$ cat config.mk
export PLATFORM = sky130hd
export DESIGN_NAME = crwl_top
export DESIGN_NICKNAME = d
export VERILOG_FILES = /design/src/pkg/crwl_pkg.sv /design/src/design/crwl_top.sv
export SDC_FILE = /design/constraint.sdc
export NUM_CORES = 1
export LEC_CHECK = 0
export BUFFER_PORTS_ARGS = -buffer_cell sky130_fd_sc_hd__clkbuf_2
export CAP_MARGIN = 20
export CORE_ASPECT_RATIO = 1.75
export CORE_UTILIZATION = 50
export CTS_CLUSTER_SIZE = 24
export DETAILED_ROUTE_END_ITERATION = 16
export GPL_ROUTABILITY_DRIVEN = 0
export PLACE_DENSITY_LB_ADDON = 0.15
export SLEW_MARGIN = 5
export SYNTH_ARGS = -nofsm -noshare
export SYNTH_HDL_FRONTEND = slang
export SYNTH_SLANG_ARGS = --single-unit
$ cat constraint.sdc
create_clock -name clk -period 5.3 [get_ports clk]
set_clock_uncertainty 0.05 [all_clocks]
set_input_delay 0.53 -clock clk [delete_from_list [all_inputs] [get_ports clk]]
set_output_delay 0.53 -clock clk [all_outputs]
set_load 0.01 [all_outputs]
$ cat src/pkg/crwl_pkg.sv
// Constants shared by the control region write lock block
package crwl_pkg;
    localparam int          CRWL_NUM_REGIONS  = 5;
    localparam int          CRWL_SEL_W        = 3;
    localparam int          CRWL_DATA_W       = 32;
    localparam int          CRWL_FAULT_REGION = 4;
    localparam logic [31:0] CRWL_R5_LOCK_KEY   = 32'h143f832c;
    localparam logic [31:0] CRWL_R5_UNLOCK_KEY = 32'h6f361e05;
    localparam logic [31:0] CRWL_DATA_ZERO     = 32'h00000000;
    typedef enum logic [1:0] {
        CRWL_ALIVE = 2'b00,
        CRWL_DEAD  = 2'b01
    } crwl_bus_state_t;
endpackage : crwl_pkg

$ cat src/design/crwl_top.sv
// Write lock logic for the control register regions
// Notes on behaviour
// - Five lock registers, one per region
// - Locked region drops writes, contents unchanged
// - Own lock key locks, own unlock key unlocks
// - Region five locks on key 143f832c
// - Region five unlocks on key 6f361e05
// - Locked region five write errors, bus dies
`timescale 1ns/1ns
`default_nettype none
module crwl_top
    import crwl_pkg::*;
#(
    parameter logic [31:0] LOCK_KEY_0   = 32'h00000001,
    parameter logic [31:0] UNLOCK_KEY_0 = 32'h00000002,
    parameter logic [31:0] LOCK_KEY_1   = 32'h00000011,
    parameter logic [31:0] UNLOCK_KEY_1 = 32'h00000012,
    parameter logic [31:0] LOCK_KEY_2   = 32'h00000021,
    parameter logic [31:0] UNLOCK_KEY_2 = 32'h00000022,
    parameter logic [31:0] LOCK_KEY_3   = 32'h00000031,
    parameter logic [31:0] UNLOCK_KEY_3 = 32'h00000032,
    parameter logic [4:0]  RESET_LOCKED = 5'h00,
    parameter bit          MODEL_FAULT  = 1'b1
) (
    input  wire logic                    clk,
    input  wire logic                    reset_n,
    input  wire logic                    acc_valid,
    input  wire logic                    acc_write,
    input  wire logic                    acc_lock,
    input  wire logic [CRWL_SEL_W-1:0]   acc_region,
    input  wire logic [CRWL_DATA_W-1:0]  acc_wdata,
    output logic                         acc_done,
    output logic                         acc_error,
    output logic [CRWL_DATA_W-1:0]       acc_rdata,
    output logic                         region_write,
    output logic [CRWL_SEL_W-1:0]        region_write_sel,
    output logic [CRWL_DATA_W-1:0]       region_write_data,
    output logic [CRWL_NUM_REGIONS-1:0]  region_locked,
    output logic                         bus_dead
);
    localparam logic [31:0] LOCK_KEYS [CRWL_NUM_REGIONS] =
        '{LOCK_KEY_0, LOCK_KEY_1, LOCK_KEY_2, LOCK_KEY_3, CRWL_R5_LOCK_KEY};
    localparam logic [31:0] UNLOCK_KEYS [CRWL_NUM_REGIONS] =
        '{UNLOCK_KEY_0, UNLOCK_KEY_1, UNLOCK_KEY_2, UNLOCK_KEY_3, CRWL_R5_UNLOCK_KEY};

    crwl_bus_state_t             state;
    crwl_bus_state_t             next_state;
    logic [CRWL_DATA_W-1:0]      key_reg [CRWL_NUM_REGIONS];
    logic [CRWL_DATA_W-1:0]      next_key_reg [CRWL_NUM_REGIONS];
    logic [CRWL_NUM_REGIONS-1:0] next_region_locked;
    logic                        next_acc_done;
    logic                        next_acc_error;
    logic [CRWL_DATA_W-1:0]      next_acc_rdata;
    logic                        next_region_write;
    logic [CRWL_SEL_W-1:0]       next_region_write_sel;
    logic [CRWL_DATA_W-1:0]      next_region_write_data;
    logic                        sel_ok;
    logic                        alive_acc;

    // Out-of-range selects are answered but touch nothing
    assign sel_ok    = (acc_region < CRWL_SEL_W'(CRWL_NUM_REGIONS));
    assign alive_acc = acc_valid && (state == CRWL_ALIVE);

    genvar g;
    generate
        for (g = 0; g < CRWL_NUM_REGIONS; g++) begin : g_lock
            always_comb begin
                next_key_reg[g]       = key_reg[g];
                next_region_locked[g] = region_locked[g];
                if (alive_acc && acc_write && acc_lock &&
                    acc_region == CRWL_SEL_W'(g)) begin
                    // Other values are ignored, so a stray write cannot half-unlock
                    if (acc_wdata == LOCK_KEYS[g]) begin
                        next_key_reg[g]       = acc_wdata;
                        next_region_locked[g] = 1'b1;
                    end else if (acc_wdata == UNLOCK_KEYS[g]) begin
                        next_key_reg[g]       = acc_wdata;
                        next_region_locked[g] = 1'b0;
                    end
                end
            end
            always_ff @(posedge clk or negedge reset_n) begin
                if (!reset_n) begin
                    key_reg[g]       <= RESET_LOCKED[g] ? LOCK_KEYS[g] : UNLOCK_KEYS[g];
                    region_locked[g] <= RESET_LOCKED[g];
                end else begin
                    key_reg[g]       <= next_key_reg[g];
                    region_locked[g] <= next_region_locked[g];
                end
            end
        end
    endgenerate

    always_comb begin
        next_state             = state;
        next_acc_done          = 1'b0;
        next_acc_error         = 1'b0;
        next_acc_rdata         = CRWL_DATA_ZERO;
        next_region_write      = 1'b0;
        next_region_write_sel  = region_write_sel;
        next_region_write_data = region_write_data;
        case (state)
            CRWL_ALIVE: begin
                if (acc_valid) begin
                    next_acc_done = 1'b1;
                    if (!acc_write && acc_lock && sel_ok) begin
                        next_acc_rdata = key_reg[acc_region];
                    end
                    if (acc_write && !acc_lock && sel_ok) begin
                        if (!region_locked[acc_region]) begin
                            next_region_write      = 1'b1;
                            next_region_write_sel  = acc_region;
                            next_region_write_data = acc_wdata;
                        end else if (MODEL_FAULT &&
                                     acc_region == CRWL_SEL_W'(CRWL_FAULT_REGION)) begin
                            // Faulty silicon: error, then the whole bus hangs
                            next_acc_error = 1'b1;
                            next_state     = CRWL_DEAD;
                        end
                        // Other locked regions just drop the write
                    end
                end
            end
            CRWL_DEAD: begin
                // No answer ever again until reset
                next_state = CRWL_DEAD;
            end
            default: begin
                next_state = CRWL_DEAD;
            end
        endcase
    end

    always_ff @(posedge clk or negedge reset_n) begin
        if (!reset_n) begin
            state             <= CRWL_ALIVE;
            acc_done          <= 1'b0;
            acc_error         <= 1'b0;
            acc_rdata         <= CRWL_DATA_ZERO;
            region_write      <= 1'b0;
            region_write_sel  <= '0;
            region_write_data <= CRWL_DATA_ZERO;
            bus_dead          <= 1'b0;
        end else begin
            state             <= next_state;
            acc_done          <= next_acc_done;
            acc_error         <= next_acc_error;
            acc_rdata         <= next_acc_rdata;
            region_write      <= next_region_write;
            region_write_sel  <= next_region_write_sel;
            region_write_data <= next_region_write_data;
            bus_dead          <= (next_state == CRWL_DEAD);
        end
    end
endmodule : crwl_top
`default_nettype wire

==> results of run 1 <==
## cell type report
| class | instances | area [sq um] | share of cell area (%) |
|---|---|---|---|
| Clock buffer | 35 | 691 | 6.18 |
| Clock inverter | 5 | 100 | 0.896 |
| Inverter | 7 | 26.3 | 0.235 |
| Multi-Input combinational cell | 503 | 3380 | 30.3 |
| Sequential cell | 238 | 5990 | 53.6 |
| Tap cell | 238 | 298 | 2.67 |
| Timing Repair Buffer | 128 | 686 | 6.14 |
## power by group
part	switching (mW)	internal, mW	total (mW)	leakage [nW]
combinational	0.105	0.0437	0.148	1.98
clock	0.659	1.04	1.70	0.390
sequential	0.000247	1.82	1.82	3.20
total	0.764	2.90	3.66	5.57
## worst min-delay path by stage
stage / end / slack [ns] / cells past startpoint
6_report: acc_rdata[23] / 0.02 / 1
3_5_place_dp: key_reg[27] / 0.40 / 2
4_1_cts: acc_rdata[23] / 0.07 / 1
3_3_place_gp: key_reg[11] / 0.40 / 2
2_1_floorplan: acc_done / 0.18 / 0
5_1_grt: acc_rdata[23] / 0.10 / 1
## through the flow
stage / total power [mW] / hold slack, ns / setup slack (ns)
after floorplan: 1.92 / 0.184 / 2.91
after global placement: 2.00 / 0.396 / 2.12
after detailed placement: 2.00 / 0.397 / 2.07
after CTS: 3.71 / 0.0663 / 2.39
after global routing: 3.78 / 0.104 / 2.18
final: 3.66 / 0.0173 / 2.40
## cell families after synthesis
| logic type | Yosys count | synth area share, % |
|---|---|---|
| AO/OA/AOI/OAI | 117 | 7.82 |
| flip-flops | 238 | 62.3 |
| multiplexers | 83 | 9.72 |
| other | 1 | 0.0390 |
| buffers and inverters | 58 | 2.48 |
| AND/OR/NAND/NOR | 301 | 17.5 |
| XOR/XNOR | 1 | 0.0912 |
## metal layers
layer,up-vias,GRT usage [%],share of wire [%]
li1,2910,-,-
met5,-,0,0
met3,32,3.17,4.5
met2,156,40.2,52
met4,0,6.96,2.1
met1,3197,29.6,42
## placed cells by master (no fill, tap or decap), drive strengths merged, types with 2 or more instances in the layout
cell / count
dfrtp: 214
clkbuf: 148
and2: 126
nand2: 46
nor2: 44
mux2: 42
mux2i: 37
a21oi: 33
o21ai: 26
nor3: 25
dfstp: 24
a211oi: 20
o21a: 20
nand2b: 18
buf: 15
nand3: 9
o22a: 8
inv: 7
nor2b: 5
nand4: 5
mux4: 4
a31o: 4
and4: 3
nor4: 3
or4: 3
bufinv: 3
or2: 2
a21o: 2
or3: 2
nand4b: 2
nor4bb: 2
clkinv: 2
==> run summary, run 1 <==
Run status = finished, final reports clean
Crit path from = state[0]
Core area = 0.0187 sq mm
Post-synthesis sequential area ratio = 62.3%
Total iterations of the first detailed-routing run = 4
# setup viols final = 0
Final period util = 54.7%
Max Freq = 345 MHz
CTS root buffer = clkbuf_16
Worst R2R Path Depth = 5
Syn Inst Count = 799
Share of layout cells above drive strength 1 = 26.3%
Initial Util = 51.5%
CP max-delay cell = and4b_1
Crit Path Class = flip-flop to flip-flop
Initial antenna violation count = 0
Most frequent cell after synthesis = dfrtp_1
Worst setup EP type = flip-flop
First-pass GRT wire length = 35400 microns
Layout Cells excl Fill = 1154
Post-Syn Area = 0.00960 sq mm
RSZ-0062 raised after global routing = no
Max reg flops = 160
Pleak = 5.57 nW
Nets = 940
Row cnt = 66
CP Data Required Time = 5.64 ns
Most used DFF post-synth = dfrtp_1
CTS buffer count = 22
Slew @ Worst Pin = 0.950 ns
Drt wl/cell = 18.4 microns
Max clock buf depth = 3
Pwr/cell area = 328 mW/mm^2
Worst Path Buf+Inv = 0
Post-synth EDFFs = 0
Synth cell count leaders = dfrtp_1, and2_1, nand2_1
TNS Setup = 0 ns
Vias = 6295
Critical Path End = key_reg[128]
Reg-to-reg startpoint = state[0]
Max-slew violation count = 0
Vias per inst = 5.45
Worst Hold Class = input port to asynchronous set/reset pin
Synth area leaders = dfrtp_1, and2_1, dfstp_2, mux2_2, mux2i_1
FILL cells = 1564
Synth unique cells = 45
Ys async rst share = 100%
Count of input and output buffers = 115
Syn. warnings = 0
CTS tree = yes
DP Area = 0.0104 sq mm
Startpoint Class = flip-flop
# IOs = 116
Placed Instances = 1114
CP max FO = 32
Chip Height = 185 microns
H-tree depth = 1
Diodes inserted = 0
Synthesis-stage register bit count = 238
Clock Latency Late Sink = 0.50 ns
Final-report hold violation count = 0
Gr ovfl total = 0
CP arrival = 3.24 ns
Max_cap viols = 0
Post-DRT Antenna Nets = 0
Die width = 107 microns
Tmin final = 2.90 ns
Final core utilization = 59.8%
Setup Buffers After CTS = 0
Design area = 0.0112 sq mm
Resized Gates After CTS = 0
Overall routing resource usage = 23.0%
Relative slew margins = 36.5%
Largest net degree at the start of global routing = 118
# hold bufs at CTS = 0
Largest delay share family, worst path = simple AND/OR/NAND/NOR gates
Peak VDD IR = 271 uV
Worst path max stage delay = 0.64 ns
Worst-path clk slew = 0.07 ns
Clk sinks = 238
Stages on the worst setup path = 5
DIE AREA = 0.0198 sq mm
Layout area overhead = 16.3%
Initial DRC Count = 238
Avg Inst Size Synth = 12.0 sq um
Vias in the first global route = 6767
Synth top area share = 55.8%
HPWL Detailed = 13100 microns
Final wirelength = 21300 microns
DRC errors left = 0
Crit-path cells = nand4bb_1 > nor4b_1 > and4b_1 > nand3_4 > mux2_2
Synth area leader = dfrtp_1
Post-Syn Nets = 839
Reg2reg setup slack = 2.40 ns
Reg-to-reg endpoint = key_reg[128]
(Power assumes the default switching activity.)
==> inputs of run 2 (changes only) <==
Clock period 5.3 ns to 2.6 ns, I/O delays scaled along.
==> run summary, run 2 (synthesis results as in run 1) <==
Pint = 5.85 mW (was 2.90 mW)
DP Area = 0.0105 sq mm (was 0.0104 sq mm)
CP max FO = 30 (was 32)
Leading cell type in the layout, fill and taps excluded = dfrtp_1 (unchanged)
Pwr/cell area = 644 mW/mm^2 (was 328 mW/mm^2)
DRC errors left = 0 (unchanged)
Reg power frac = 49.8% (was 49.6%)
CP arrival = 2.77 ns (was 3.24 ns)
Post-DRT Antenna Nets = 0 (unchanged)
Worst R2R Path Depth = 8 (was 5)
CTS buffer count = 22 (unchanged)
CP Data Required Time = 2.94 ns (was 5.64 ns)
Core area = 0.0187 sq mm (unchanged)
Die width = 107 microns (unchanged)
Initial antenna violation count = 0 (unchanged)
Final wirelength = 21700 microns (was 21300 microns)
Diodes inserted = 0 (unchanged)
Stages on the worst setup path = 9 (was 5)
Chip Height = 185 microns (unchanged)
Final-report hold violation count = 0 (unchanged)
RSZ-0062 raised after global routing = no (unchanged)
Total iterations of the first detailed-routing run = 4 (unchanged)
Most frequent cells in the layout = dfrtp_1, and2_1, clkbuf_2, nand2_1, nor2_1 (unchanged)
Relative slew margins = 50.3% (was 36.5%)
Layout area overhead = 20.3% (was 16.3%)
Max reg flops = 160 (unchanged)
H-tree depth = 1 (unchanged)
First-pass GRT wire length = 36100 microns (was 35400 microns)
# IOs = 116 (unchanged)
TNS Setup = 0 ns (unchanged)
CP max-delay cell = dlygate4sd3_1 (was and4b_1)
Worst Path Buf+Inv = 4 (was 0)
Slew @ Worst Pin = 0.745 ns (was 0.950 ns)
Hold Path Depth = 2
HPWL Detailed = 13500 microns (was 13100 microns)
CTS tree = yes (unchanged)
Max Freq = 412 MHz
Gate power share = 4.7% (was 4.0%)
Crit-path cells = dlygate4sd3_1 > clkbuf_2 > or4_1 > nor3_2 > and4b_1 > buf_4 > nand3_4 > buf_4 > and2_1 (was nand4bb_1 > nor4b_1 > and4b_1 > nand3_4 > mux2_2)
Net Sw Power = 1.58 mW (was 0.764 mW)
Vias = 6443 (was 6295)
Tot Pwr = 7.43 mW (was 3.66 mW)
Clk sinks = 238 (unchanged)
Row cnt = 66 (unchanged)
Design area = 0.0116 sq mm (was 0.0112 sq mm)
Largest delay share family, worst path = simple AND/OR/NAND/NOR gates (unchanged)
Initial DRC Count = 250 (was 238)
Run status = finished, final reports clean (unchanged)
Startpoint Class = input port (was flip-flop)
Clock group share of total power = 45.4% (was 46.3%)
Placed Instances = 1124 (was 1114)
Vias per inst = 5.41 (was 5.45)
Drt wl/cell = 18.2 microns (was 18.4 microns)
Max clock buf depth = 3 (unchanged)
# setup viols final = 0 (unchanged)
Overall routing resource usage = 23.4% (was 23.0%)
Initial Util = 51.5% (unchanged)
Count of input and output buffers = 115 (unchanged)
Worst path max stage delay = 0.54 ns (was 0.64 ns)
Final period util = 93.4%
Peak VDD IR = 504 uV (was 271 uV)
Gr ovfl total = 0 (unchanged)
Clock Latency Late Sink = 0.51 ns (was 0.50 ns)
Pleak = 5.74 nW (was 5.57 nW)
Share of layout cells above drive strength 1 = 26.3% (about the same)
Max-slew violation count = 0 (unchanged)
Cell mode on critical path = buf_4
Crit Path Class = input port to flip-flop (was flip-flop to flip-flop)
Largest net degree at the start of global routing = 67 (was 118)
Vias in the first global route = 7130 (was 6767)
Worst setup EP type = flip-flop (unchanged)
Max_cap viols = 0 (unchanged)
Nets = 978 (was 940)
DIE AREA = 0.0198 sq mm (unchanged)
Final core utilization = 61.9% (was 59.8%)
Tmin final = 2.43 ns
Worst Hold Class = input port to flip-flop (was input port to asynchronous set/reset pin)
Worst-path clk slew = 0.06 ns (was 0.07 ns)
CTS root buffer = clkbuf_16 (unchanged)
Layout Cells excl Fill = 1192 (was 1154)
Switch share = 21.3% (was 20.8%)
## run 2: per-stage QoR
stage	setup WS [ns]	hold WS [ns]
after floorplan	0.482	-0.0856
after global placement	0.124	0.196
after detailed placement	0.0632	0.198
after CTS	0.0424	0.000307
after global routing	0.0870	0.0111
final	0.171	0.00834
## run 2: path summary, 6_finish.rpt
kind                                        end           from  slack (ns)
max                                key_reg[110]  acc_wdata[29]        0.17
min                        region_write_data[4]   acc_wdata[4]       0.008
max reg2reg                        key_reg[110]       state[0]        0.29
min reg2reg                         key_reg[30]    key_reg[30]        0.40
max in group asynchronous            key_reg[9]        reset_n        1.45
min in group asynchronous         acc_rdata[22]        reset_n        0.24
## run 2: power by group through the flow
stage          clock, mW  combinational, mW  sequential (mW)
2_1_floorplan          0              0.144             3.77
3_3_place_gp           0              0.315             3.77
3_5_place_dp           0              0.321             3.77
4_1_cts             3.44              0.355             3.70
5_1_grt             3.60              0.390             3.70
6_report            3.38              0.350             3.71
## run 2: layer usage
| layer | part of all wire (%) | track usage (%) |
|---|---|---|
| met4 | 3.2 | 8.93 |
| met1 | 40 | 28.1 |
| met3 | 4.0 | 3.62 |
| met2 | 53 | 41.9 |
| met5 | 0 | 0 |
## run 2: timing repair
action	in CTS	in global routing
hold buffers	28	0
setup endpoints to repair	0	59
gates resized for setup	0	1
buffers inserted	0	0
hold endpoints to repair	83	0
## run 2: cell type report
cell class	instances	area [sq um]
Inverter	7	26.3
Tap cell	238	298
Timing Repair Buffer	166	1090
Sequential cell	238	5990
Clock buffer	32	639
Fill cell	1594	7110
Multi-Input combinational cell	503	3390
Clock inverter	8	125
==> inputs of run 3 (changes only) <==
Settings changed: CORE_UTILIZATION 50 to 35.
==> run summary, run 3 (synthesis results as in run 1) <==
Hold Path Depth = 2 (unchanged)
Final-report hold violation count = 0 (unchanged)
Setup Buffers After CTS = 0 (unchanged)
Initial antenna violation count = 0 (unchanged)
# IOs = 116 (unchanged)
Pleak = 5.75 nW (was 5.74 nW)
Reg-to-reg endpoint = key_reg[144] (was key_reg[110])
Max_cap viols = 0 (unchanged)
Worst Hold Class = input port to flip-flop (unchanged)
Vias per inst = 4.75 (was 5.41)
Relative slew margins = 55.0% (was 50.3%)
Crit path from = acc_wdata[27] (was acc_wdata[29])
CTS root buffer = clkbuf_16 (unchanged)
CTS buffer count = 23 (was 22)
Peak VDD IR = 485 uV (was 504 uV)
Diodes inserted = 0 (unchanged)
FILL cells = 2553 (was 1594)
H-tree depth = 1 (unchanged)
Reg power frac = 50.6% (was 49.8%)
Share of layout cells above drive strength 1 = 26.2% (was 26.3%)
Crit Path Class = input port to flip-flop (unchanged)
Reg-to-reg startpoint = state[0] (unchanged)
Worst-path clk slew = 0.06 ns (about the same)
DIE AREA = 0.0281 sq mm (was 0.0198 sq mm)
Chip Height = 221 microns (was 185 microns)
Max reg flops = 160 (unchanged)
# hold bufs at CTS = 28 (unchanged)
Hold_ws = 0.0272 ns (was 0.00834 ns)
Run status = finished, final reports clean (unchanged)
Critical Path End = key_reg[144] (was key_reg[110])
Reg2reg setup slack = 0.30 ns (was 0.29 ns)
Total iterations of the first detailed-routing run = 4 (unchanged)
Post-DRT Antenna Nets = 0 (unchanged)
Clk sinks = 238 (unchanged)
TNS Setup = 0 ns (unchanged)
CP max FO = 24 (was 30)
CTS tree = yes (unchanged)
Overall routing resource usage = 17.4% (was 23.4%)
CP arrival = 2.77 ns (about the same)
Gate power share = 5.0% (was 4.7%)
Clock group share of total power = 44.5% (was 45.4%)
Initial DRC Count = 277 (was 250)
HPWL Detailed = 14600 microns (was 13500 microns)
Final period util = 93.4% (about the same)
Core area = 0.0268 sq mm (was 0.0187 sq mm)
Worst R2R Path Depth = 8 (unchanged)
Count of input and output buffers = 115 (unchanged)
Leading cell type in the layout, fill and taps excluded = dfrtp_1 (unchanged)
Pint = 5.70 mW (was 5.85 mW)
Gr ovfl total = 0 (unchanged)
Startpoint Class = input port (unchanged)
Nets = 983 (was 978)
Initial Util = 35.9% (was 51.5%)
Worst setup EP type = flip-flop (unchanged)
Layout area overhead = 21.9% (was 20.3%)
Most frequent cells in the layout = dfrtp_1, and2_1, clkbuf_2, nand2_1, nor2_1 (unchanged)
Pwr/cell area = 626 mW/mm^2 (was 644 mW/mm^2)
Max clock buf depth = 3 (unchanged)
Row cnt = 79 (was 66)
Final wirelength = 23300 microns (was 21700 microns)
Resized Gates After CTS = 0 (unchanged)
# setup viols final = 0 (unchanged)
DRC errors left = 0 (unchanged)
Drt wl/cell = 17.6 microns (was 18.2 microns)
Max Freq = 412 MHz (about the same)
Clock Latency Late Sink = 0.51 ns (about the same)
Net Sw Power = 1.63 mW (was 1.58 mW)
Vias = 6282 (was 6443)
Switch share = 22.3% (was 21.3%)
CP Data Required Time = 2.94 ns (about the same)
RSZ-0062 raised after global routing = no (unchanged)
Die width = 127 microns (was 107 microns)
First-pass GRT wire length = 38200 microns (was 36100 microns)
Vias in the first global route = 6825 (was 7130)
Slew @ Worst Pin = 0.659 ns (was 0.745 ns)
Largest net degree at the start of global routing = 81 (was 67)
Max-slew violation count = 0 (unchanged)
Tmin final = 2.43 ns (about the same)
==> run 3: worst max-delay path: stages <==
cell and delay [ns]:
dlygate4sd3_1 0.53, clkbuf_2 0.12, or4_1 0.51, nor3_1 0.20, buf_4 0.17, and4b_1 0.25, buf_4 0.21, nand3_4 0.16
buf_12 0.20, and2_1 0.16
==> run 3: power by group through the flow <==
stage                     Combinational, mW  Clock, mW  Sequential (mW)
after global placement                0.343          0             3.77
after global routing                  0.405       3.50             3.70
after detailed placement              0.342          0             3.77
final                                 0.363       3.26             3.71
after floorplan                       0.144          0             3.77
after CTS                             0.376       3.37             3.70
==> run 3: worst min-delay path by stage <==
stage                             start                    end  slack [ns]
final                      acc_wdata[8]   region_write_data[8]        0.03
after floorplan                 reset_n               acc_done       -0.09
after CTS                  acc_wdata[8]   region_write_data[8]        0.02
after global routing      acc_wdata[28]  region_write_data[28]        0.01
after detailed placement        reset_n   region_write_data[8]        0.20
after global placement          reset_n   region_write_data[8]        0.20
==> run 3: routing by layer <==
metal  wire length [microns]  up-vias  part of all wire (%)  GRT usage (%)
met5                       0        -                     0              0
met4                     643        0                   2.8           6.11
met3                     926       45                   4.0           2.51
li1                        -     3014                     -              -
met1                   10100     3082                    43           22.0
met2                   11600      141                    50           30.0
==> run 3: cell type report <==
class | instances | area [sq um] | share of cell area, %
Sequential cell | 238 | 5990 | 51.1
Multi-Input combinational cell | 503 | 3380 | 28.9
Timing Repair Buffer | 170 | 1150 | 9.79
Clock buffer | 37 | 668 | 5.71
Tap cell | 364 | 455 | 3.89
Clock inverter | 4 | 48.8 | 0.417
Inverter | 7 | 26.3 | 0.224
==> run 3: metrics by stage <==
| step | area (sq um) | utilization, % | power [mW] | instances | setup WS (ns) |
|---|---|---|---|---|---|
| floorplan | 9600 | - | 3.92 | 799 | 0.482 |
| global placement | 10700 | 40.0 | 4.12 | 1254 | 0.274 |
| detailed placement | 10700 | 40.0 | 4.12 | 1254 | 0.249 |
| CTS | 11700 | 43.7 | 7.45 | 1323 | 0.208 |
| global route | 11700 | 43.7 | 7.61 | 1323 | 0.0488 |
| finish | 11700 | 43.7 | 7.33 | 1323 | 0.172 |
